[src/hdl/sbi_pkg.sv]
// Constants shared by the synthesizer bus interface
package sbi_pkg;
   localparam int unsigned CLK_HZ = 50000000;
   localparam int unsigned CPU_CLK_HZ = 2000000;
   localparam int unsigned CPU_DIV = CLK_HZ / CPU_CLK_HZ;
   localparam int unsigned CPU_HIGH = CPU_DIV / 2;
   localparam int unsigned PWRUP_MS = 100;
   localparam int unsigned PWRUP_CYCLES = (CLK_HZ / 1000) * PWRUP_MS;
   localparam int unsigned DATA_W = 8;
   localparam int unsigned ADDR_W = 16;
   localparam int unsigned FREQ_REGS = 6;
   // Upper decoder output assignment
   localparam int unsigned SEL_ROM1 = 0;
   localparam int unsigned SEL_LOWDEC = 1;
   localparam int unsigned SEL_RAM = 2;
   localparam int unsigned SEL_ROM2 = 3;
   // Address field positions
   localparam int unsigned UPPER_SEL_LSB = 12;
   localparam int unsigned UPPER_EN_BIT = 15;
   localparam int unsigned LOWER_EN_HIGH_BIT = 4;
   localparam int unsigned LOWER_EN_LOW_BIT = 5;
   localparam logic [7:0] FREQ_RESET = 8'h00;
   typedef enum {SBI_HOLD, SBI_RUN} sbi_rst_e;
endpackage

[src/hdl/sbi_decoder.sv]
// Three-to-eight decoder with one high and two low enables
`timescale 1ns/100ps
module sbi_decoder
(
   // Enables
   input wire logic decodeEnableHigh,
   input wire logic decodeEnableLowA_n,
   input wire logic decodeEnableLowB_n,
   // Select and outputs
   input wire logic [2:0] sel,
   output logic [7:0] yN
);
   always_comb
   begin
      yN = 8'hff;
      if (decodeEnableHigh && !decodeEnableLowA_n && !decodeEnableLowB_n)
      begin
         yN[sel] = 1'b0;
      end
   end
endmodule // sbi_decoder

[src/hdl/sbi_top.sv]
// Synthesizer bus interface: clock, reset, address latch, transceiver, decode, freq latches
// Functional notes
// - The CPU is clocked at 2 MHz.
// - CPU held in reset after power-up until supplies settle.
// - Transceiver drives toward CPU on read low, toward board otherwise.
// - Address strobe low captures both address bytes; held until next strobe.
// - Decoder drives one low output only when enabled.
// - Upper decoder uses A12-A15; outputs pick ROM1, lower decoder, RAM, ROM2.
// - Lower decoder uses A0-A2, A4, A5; outputs 0-5 strobe frequency latches.
// - The 2K RAM is selected only by its upper decoder chip enable.
// - Read strobe low reads RAM onto bus; write strobe low writes it.
// - Each ROM has its own chip enable; output enable follows read strobe.
// - Addressed latch strobe pulses low and loads the bus byte.
`timescale 1ns/100ps
module sbi_top
#(
   parameter int unsigned PWRUP_CYCLES = sbi_pkg::PWRUP_CYCLES,
   parameter int unsigned FREQ_REGS = sbi_pkg::FREQ_REGS
)
(
   // Clock and reset
   input wire logic clk,
   input wire logic srst,
   // Processor control
   output logic cpuClk,
   output logic cpuReset_n,
   input wire logic rd_n,
   input wire logic wr_n,
   input wire logic ale_n,
   // Processor buses
   input wire logic [7:0] upperAddressBus,
   input wire logic [7:0] muxedAddrDataIn,
   output logic [7:0] muxedAddrDataOut,
   output logic muxedAddrDataOe_n,
   // Board data bus
   input wire logic [7:0] boardDataIn,
   output logic [7:0] boardDataOut,
   output logic boardDataOe_n,
   output logic [15:0] latchedAddr,
   // Memory selects
   output logic ramCe_n,
   output logic ramOe_n,
   output logic ramWe_n,
   output logic rom1Ce_n,
   output logic rom2Ce_n,
   output logic romOe_n,
   // Synthesizer presets
   output logic [FREQ_REGS*8-1:0] freqPreset
);
   ////////////////////////////////////////////////////////////////////////////////
   // Processor clock divider and power-up reset
   logic [4:0] divCnt_r, divCnt_nxt;
   logic cpuClk_r, cpuClk_nxt;
   logic [31:0] pwrCnt_r, pwrCnt_nxt;
   sbi_pkg::sbi_rst_e rstState_r, rstState_nxt;
   logic [4:0] chkHigh_r, chkHigh_nxt;

   always_comb
   begin
      divCnt_nxt = (divCnt_r == 5'(sbi_pkg::CPU_DIV - 1)) ? 5'h00 : divCnt_r + 5'h01;
      cpuClk_nxt = (divCnt_nxt < 5'(sbi_pkg::CPU_HIGH));
      chkHigh_nxt = cpuClk_r ? chkHigh_r + 5'h01 : 5'h00;
      pwrCnt_nxt = pwrCnt_r;
      rstState_nxt = rstState_r;
      case (rstState_r)
         sbi_pkg::SBI_HOLD:
         begin
            // Supplies are assumed settled only after the whole count
            if (pwrCnt_r == PWRUP_CYCLES - 1)
            begin
               rstState_nxt = sbi_pkg::SBI_RUN;
            end
            else
            begin
               pwrCnt_nxt = pwrCnt_r + 32'h1;
            end
         end
         sbi_pkg::SBI_RUN:
         begin
            rstState_nxt = sbi_pkg::SBI_RUN;
         end
         default:
         begin
            rstState_nxt = sbi_pkg::SBI_HOLD;
         end
      endcase
   end

   always_ff @(posedge clk)
   begin
      if (srst)
      begin
         divCnt_r <= 5'h00;
         cpuClk_r <= 1'b1;
         chkHigh_r <= 5'h00;
         pwrCnt_r <= 32'h0;
         rstState_r <= sbi_pkg::SBI_HOLD;
      end
      else
      begin
         divCnt_r <= divCnt_nxt;
         cpuClk_r <= cpuClk_nxt;
         chkHigh_r <= chkHigh_nxt;
         pwrCnt_r <= pwrCnt_nxt;
         rstState_r <= rstState_nxt;
      end
   end

   assign cpuClk = cpuClk_r;
   assign cpuReset_n = (rstState_r == sbi_pkg::SBI_RUN);

   ////////////////////////////////////////////////////////////////////////////////
   // Address latch and transceiver
   logic [15:0] addr_r, addr_nxt;
   logic ale_r, ale_nxt;
   logic [7:0] toCpu_r, toCpu_nxt;
   logic [7:0] toBoard_r, toBoard_nxt;

   always_comb
   begin
      ale_nxt = ale_n;
      addr_nxt = addr_r;
      // Capture on the falling edge only, so the byte holds through data phase
      if (ale_r && !ale_n)
      begin
         addr_nxt = {upperAddressBus, muxedAddrDataIn};
      end
      toCpu_nxt = boardDataIn;
      toBoard_nxt = muxedAddrDataIn;
   end

   always_ff @(posedge clk)
   begin
      if (srst)
      begin
         ale_r <= 1'b1;
         addr_r <= 16'h0000;
         toCpu_r <= 8'h00;
         toBoard_r <= 8'h00;
      end
      else
      begin
         ale_r <= ale_nxt;
         addr_r <= addr_nxt;
         toCpu_r <= toCpu_nxt;
         toBoard_r <= toBoard_nxt;
      end
   end

   assign latchedAddr = addr_r;
   assign muxedAddrDataOut = toCpu_r;
   assign boardDataOut = toBoard_r;
   // One direction only; complementary enables never overlap
   assign muxedAddrDataOe_n = rd_n;
   assign boardDataOe_n = !rd_n;

   ////////////////////////////////////////////////////////////////////////////////
   // Address decode and memory selects
   logic [7:0] upperYN;
   logic [7:0] lowerYN;

   sbi_decoder u_upper
   (
      .decodeEnableHigh(1'b1),
      .decodeEnableLowA_n(addr_r[sbi_pkg::UPPER_EN_BIT]),
      .decodeEnableLowB_n(1'b0),
      .sel(addr_r[sbi_pkg::UPPER_SEL_LSB +: 3]),
      .yN(upperYN)
   );

   // Write strobe gates the lower decoder so strobes only pulse on writes
   sbi_decoder u_lower
   (
      .decodeEnableHigh(addr_r[sbi_pkg::LOWER_EN_HIGH_BIT]),
      .decodeEnableLowA_n(addr_r[sbi_pkg::LOWER_EN_LOW_BIT]),
      .decodeEnableLowB_n(upperYN[sbi_pkg::SEL_LOWDEC] | wr_n),
      .sel(addr_r[2:0]),
      .yN(lowerYN)
   );

   assign ramCe_n = upperYN[sbi_pkg::SEL_RAM];
   assign ramOe_n = rd_n;
   assign ramWe_n = wr_n;
   assign rom1Ce_n = upperYN[sbi_pkg::SEL_ROM1];
   assign rom2Ce_n = upperYN[sbi_pkg::SEL_ROM2];
   assign romOe_n = rd_n;

   ////////////////////////////////////////////////////////////////////////////////
   // Frequency latches
   logic [FREQ_REGS-1:0] strobePrev_r, strobePrev_nxt;
   logic [7:0] busData_r, busData_nxt;
   logic [7:0] freq_r [FREQ_REGS];
   logic [7:0] freq_nxt [FREQ_REGS];

   always_comb
   begin
      strobePrev_nxt = lowerYN[FREQ_REGS-1:0];
      // Sampled while strobe is low; loaded on its rising edge like an edge flop
      busData_nxt = muxedAddrDataIn;
      for (int i = 0; i < FREQ_REGS; i++)
      begin
         freq_nxt[i] = freq_r[i];
         if (!strobePrev_r[i] && lowerYN[i])
         begin
            freq_nxt[i] = busData_r;
         end
      end
   end

   always_ff @(posedge clk)
   begin
      if (srst)
      begin
         strobePrev_r <= '1;
         busData_r <= 8'h00;
         for (int i = 0; i < FREQ_REGS; i++)
         begin
            freq_r[i] <= sbi_pkg::FREQ_RESET;
         end
      end
      else
      begin
         strobePrev_r <= strobePrev_nxt;
         busData_r <= busData_nxt;
         for (int i = 0; i < FREQ_REGS; i++)
         begin
            freq_r[i] <= freq_nxt[i];
         end
      end
   end

   always_comb
   begin
      for (int i = 0; i < FREQ_REGS; i++)
      begin
         freqPreset[i*8 +: 8] = freq_r[i];
      end
   end

   ////////////////////////////////////////////////////////////////////////////////
   // Checks
   chk_clk_high: assert property (@(posedge clk) disable iff (srst)
      (chkHigh_r <= 5'h0c) and ($fell(cpuClk) |-> chkHigh_r == 5'h0c))
      else $error("cpu clock high phase wrong");

   chk_clk_low: assert property (@(posedge clk) disable iff (srst)
      $fell(cpuClk) |-> !cpuClk [*8] ##1 !cpuClk [*5] ##1 cpuClk)
      else $error("cpu clock low phase wrong");

   chk_reset_release: assert property (@(posedge clk) disable iff (srst)
      $rose(cpuReset_n) |-> $past(pwrCnt_r) == PWRUP_CYCLES - 1)
      else $error("cpu reset released early");

   chk_reset_sticky: assert property (@(posedge clk) disable iff (srst)
      cpuReset_n |=> cpuReset_n)
      else $error("cpu reset reasserted");

   chk_xcvr_excl: assert property (@(posedge clk) disable iff (srst)
      (muxedAddrDataOe_n != boardDataOe_n) && (muxedAddrDataOe_n == rd_n))
      else $error("transceiver direction wrong");

   chk_addr_capture: assert property (@(posedge clk) disable iff (srst)
      (ale_r && !ale_n) |=> latchedAddr == {$past(upperAddressBus), $past(muxedAddrDataIn)})
      else $error("address not captured");

   chk_addr_hold: assert property (@(posedge clk) disable iff (srst)
      !(ale_r && !ale_n) |=> $stable(latchedAddr))
      else $error("address changed without strobe");

   chk_dec_onehot: assert property (@(posedge clk) disable iff (srst)
      $countones(~upperYN) == (latchedAddr[15] ? 0 : 1) && $countones(~lowerYN) <= 1)
      else $error("decoder not one-hot");

   chk_ram_select: assert property (@(posedge clk) disable iff (srst)
      !ramCe_n |-> latchedAddr[15:12] == 4'h2)
      else $error("ram selected at wrong address");

   chk_rom_select: assert property (@(posedge clk) disable iff (srst)
      (!rom1Ce_n |-> latchedAddr[15:12] == 4'h0) and (!rom2Ce_n |-> latchedAddr[15:12] == 4'h3))
      else $error("rom selected at wrong address");

   chk_strobe_write: assert property (@(posedge clk) disable iff (srst)
      (lowerYN != 8'hff) |-> (!wr_n && latchedAddr[15:12] == 4'h1))
      else $error("latch strobe without write");

   for (genvar g = 0; g < FREQ_REGS; g++)
   begin : g_chk
      chk_freq_load: assert property (@(posedge clk) disable iff (srst)
         (!strobePrev_r[g] && lowerYN[g]) |=> freqPreset[g*8 +: 8] == $past(busData_r))
         else $error("frequency latch not loaded");

      chk_freq_hold: assert property (@(posedge clk) disable iff (srst)
         !(!strobePrev_r[g] && lowerYN[g]) |=> $stable(freqPreset[g*8 +: 8]))
         else $error("frequency latch changed unstrobed");
   end
endmodule // sbi_top

[config.mk]
export PLATFORM = sky130hd
export DESIGN_NAME = sbi_top
export DESIGN_NICKNAME = d
export VERILOG_FILES = /design/src/hdl/sbi_pkg.sv /design/src/hdl/sbi_decoder.sv /design/src/hdl/sbi_top.sv
export SDC_FILE = /design/constraint.sdc
export NUM_CORES = 1
export LEC_CHECK = 0
export ABC_AREA = 1
export ABC_CLOCK_PERIOD_IN_PS = 1800
export BUFFER_PORTS_ARGS = -buffer_cell sky130_fd_sc_hd__buf_2
export CORE_ASPECT_RATIO = 0.75
export CORE_MARGIN = 4
export CORE_UTILIZATION = 45
export CTS_CLUSTER_DIAMETER = 150
export CTS_CLUSTER_SIZE = 25
export DETAILED_ROUTE_END_ITERATION = 12
export HOLD_SLACK_MARGIN = 0.15
export PLACE_DENSITY_LB_ADDON = 0.1
export SYNTH_ARGS = -nofsm -noshare
export SYNTH_HDL_FRONTEND = slang
export SYNTH_SLANG_ARGS = --single-unit
[constraint.sdc]
create_clock -name clk -period 1.8 [get_ports clk]
set_input_delay 0.09 -clock clk [delete_from_list [all_inputs] [get_ports clk]]
set_output_delay 0.09 -clock clk [all_outputs]
set_load 0.005 [all_outputs]
==> impl_metrics.py <==
metrics = {
    "routing": {
        "drtIter0Drc": 571,
        "vias": 5452,
        "drc_errors": 0,
        "finalWirelength_um": 15200,
        "avgRoutedWirePerCell_um": 13.8,
        "drt_first_pass_iters": 5,
        "vias_per_cell": 4.97,
        "ant_nets": 0,
    },
    "pwr": {
        "power.density_nw_per_um2": 954,
        "p_leak_uw": 0.00324,
        "peakVddDrop_mv": 0.724,
        "power.total_uw": 6710,
    },
    "die": {
        "die_area_um2": 13800,
        "num_io_pins": 119,
        "num_rows": 34,
        "core-area_um2": 11600,
        "start_util_pct": 46.3,
        "die_height_um": 103,
        "dieWidth_um": 134,
    },
    "sta": {
        "finalCritPeriodShare_pct": 97.1,
        "fin_skew_ns": 0.00609,
        "rsz0062_at_grt": "yes",
        "tightest_slew_ns": 0.549,
        "fmax_ghz": 0.572,
        "hold_viol_final": 0,
        "period_needed_ns": 1.75,
        "maxSlewViolCount": 0,
        "setup_viol": 0,
        "slew_headroom_pct": 63.0,
    },
    "placement": {
        "io_buffers": 118,
        "dpl.hpwl_um": 10600,
        "gp_congestion": 0.914,
    },
    "synthesis": {
        "synth.distinct_cells": 23,
        "ys.flop_type": "dfxtp_1",
        "yosysWarningCount": 0,
        "synth_area_leaders": "dfxtp_1 47%, nor2_1 11%, nand2_1 9.6%",
        "yosysSeqAreaShare_pct": 47.0,
        "yosysTopAreaCell": "dfxtp_1",
        "synthArstFlopShare_pct": 0,
        "synth_common_cells": "153 x nor2_1, 137 x nand2_1, 126 x dfxtp_1",
        "synth.most_common_cell": "nor2_1",
        "yosysTopAreaCellShare_pct": 47.0,
        "syn_avg_cell_area_um2": 6.93,
        "syn-num-nets": 807,
        "synth_area_um2": 5370,
        "synth_seq_cells": 126,
        "synthCells": 775,
        "synth_edf_count": 0,
    },
    "clock_network": {
        "htreeDepth": 4,
        "cts_made_buffers": 17,
        "clk_pin_slew_ns": 0.06,
        "post-cts-setup-buffers": 0,
        "cts_num_sinks": 126,
        "cts_buffer_depth": 2,
        "insertion_delay_ns": 0.41,
        "clockRootBuffer": "clkbuf_16",
        "cts_tree": "built",
    },
    "critical_path": {
        "path_class": "flip-flop to flip-flop",
        "cp.required_ns": 2.09,
        "arrival_ns": 2.03,
        "crit_path_max_fanout": 4,
        "critPathMaxStageDelay_ns": 0.37,
        "worst_path_max_delay_cell": "dfxtp_1",
        "end_kind": "flip-flop",
        "cp_num_buf_inv": 0,
        "r2r_slack_ns": 0.05,
        "critPathLaunchType": "flip-flop",
        "path_depth": 8,
        "cp_top_family": "simple AND/OR/NAND/NOR gates",
        "path_cells": "ha_1 -> nand2_1 -> nor2_1 -> nand2_1 -> nor2_1 -> nand3_1 -> o21ai_0 -> a21oi_1",
        "r2r_cells": 8,
    },
    "flow_run": {
        "cap_violations": 0,
    },
    "final_layout": {
        "utilization_pct": 60.5,
        "fin_nets": 955,
        "nFillCells": 1050,
        "antenna_cells": 0,
        "area_delta_synth_final_pct": 30.8,
        "drive_above_1_share_pct": 18.7,
    },
    "global_routing": {
        "grt_overflow": 0,
        "antenna_found_initial": 0,
        "grt_max_degree": 85,
        "grt_pass1_vias": 4855,
        "grt_use_total_pct": 22.2,
        "grt_pass1_wl_um": 24400,
    },
    "min_path": {
        "hold-path-cell-count": 5,
        "hp-class": "input pin to flip-flop",
    },
    "outcome": {
        "status": "complete, no violations",
    },
}
-- cell usage in the layout, fill, tap and decap left out, drive strengths merged, types with 3 or more instances in the layout --
cell	netlist	final
buf	17	136
dfxtp	126	126
nor2	155	155
dlygate4sd3	0	27
nand2	138	138
nand3	85	85
ha	3	3
clkbuf	17	22
inv	87	88
a21oi	76	76
clkinv	2	6
o21ai	30	30
xor2	5	5
nor3	17	17
nand4	11	11
clkinvlp	0	3
-- stage by stage --
| step | std cells | setup TNS [ns] | hold slack (ns) | instance area [µm²] | setup slack, ns |
|---|---|---|---|---|---|
| 2_1_floorplan | 775 | 0 | 0.187 | 5370 | 0.364 |
| 3_3_place_gp | 1039 | 0 | 0.288 | 6150 | 0.180 |
| 3_5_place_dp | 1039 | 0 | 0.299 | 6150 | 0.139 |
| 4_1_cts | 1098 | 0 | 0.155 | 7010 | 0.0933 |
| 5_1_grt | 1098 | -0.104 | 0.185 | 7030 | -0.0428 |
| 6_report | 1098 | 0 | 0.166 | 7030 | 0.0523 |
-- per-layer routing --
layer	up-vias	routed length, µm	track usage (%)
met5	-	0	0
met4	0	172	5.40
met3	19	1280	6.20
met2	211	6400	32.4
met1	2447	7340	32.6
li1	2775	-	-
-- worst paths after layout --
check                                              start                    endpoint
worst max-delay path            pwrCnt_r[0]$_SDFFE_PP0P_   pwrCnt_r[16]$_SDFFE_PP0P_
worst min-delay path                                wr_n  strobePrev_r[4]$_SDFF_PP1_
worst max register to register  pwrCnt_r[0]$_SDFFE_PP0P_   pwrCnt_r[16]$_SDFFE_PP0P_
worst min register to register    divCnt_r[0]$_SDFF_PP0_      divCnt_r[0]$_SDFF_PP0_
-- where the power goes --
| group | internal, µW | leakage (µW) | switching (µW) |
|---|---|---|---|
| clock network | 2180 | 0.000288 | 1230 |
| registers | 2850 | 0.00102 | 42.9 |
| logic | 170 | 0.00193 | 231 |
| total | 5200 | 0.00324 | 1510 |
-- worst register-to-register path, cell delays in order, from the launching register on --
cell and delay (ns):
dfxtp_1 0.37, ha_1 0.23, nand2_1 0.07, nor2_1 0.15, nand2_1 0.15, nor2_1 0.25, nand3_1 0.14, o21ai_0 0.19
a21oi_1 0.07
-- kinds of logic (layout without fill, tap and decap cells) --
logic type | Yosys count | after routing | synth area share, %
DFF | 126 | 126 | 47.0
buffers and inverters | 123 | 284 | 9.32
adders and majority gates | 3 | 3 | 0.699
xor gates and xnor gates | 7 | 7 | 1.14
and+or+nand+nor | 409 | 409 | 31.9
AOI/OAI and AO/OA | 107 | 107 | 9.99
-- sequential cells by signal (all words and copies together), names as in the netlist, 5 cells and up --
register	count
busData_r	8
divCnt_r	5
freq_r	48
pwrCnt_r	32
latchedAddr	16
strobePrev_r	6
muxedAddrDataOut	8
-- final cells by class --
type / count / area, µm² / area share [%]
timing repair buffer: 163 / 1010 / 14.3
clock inverter: 10 / 111 / 1.58
clock buffer: 22 / 484 / 6.89
sequential: 126 / 2520 / 35.9
tap: 162 / 203 / 2.88
multi-input combinational: 526 / 2360 / 33.6
inverter: 89 / 334 / 4.75
-- what timing repair did --
item                       in CTS  in global routing
gates resized for setup         0                  4
hold buffers                   27                  0
hold endpoints to repair       33                  0
setup endpoints to repair       0                 11
Note: power is estimated with default switching activity, not from simulation.
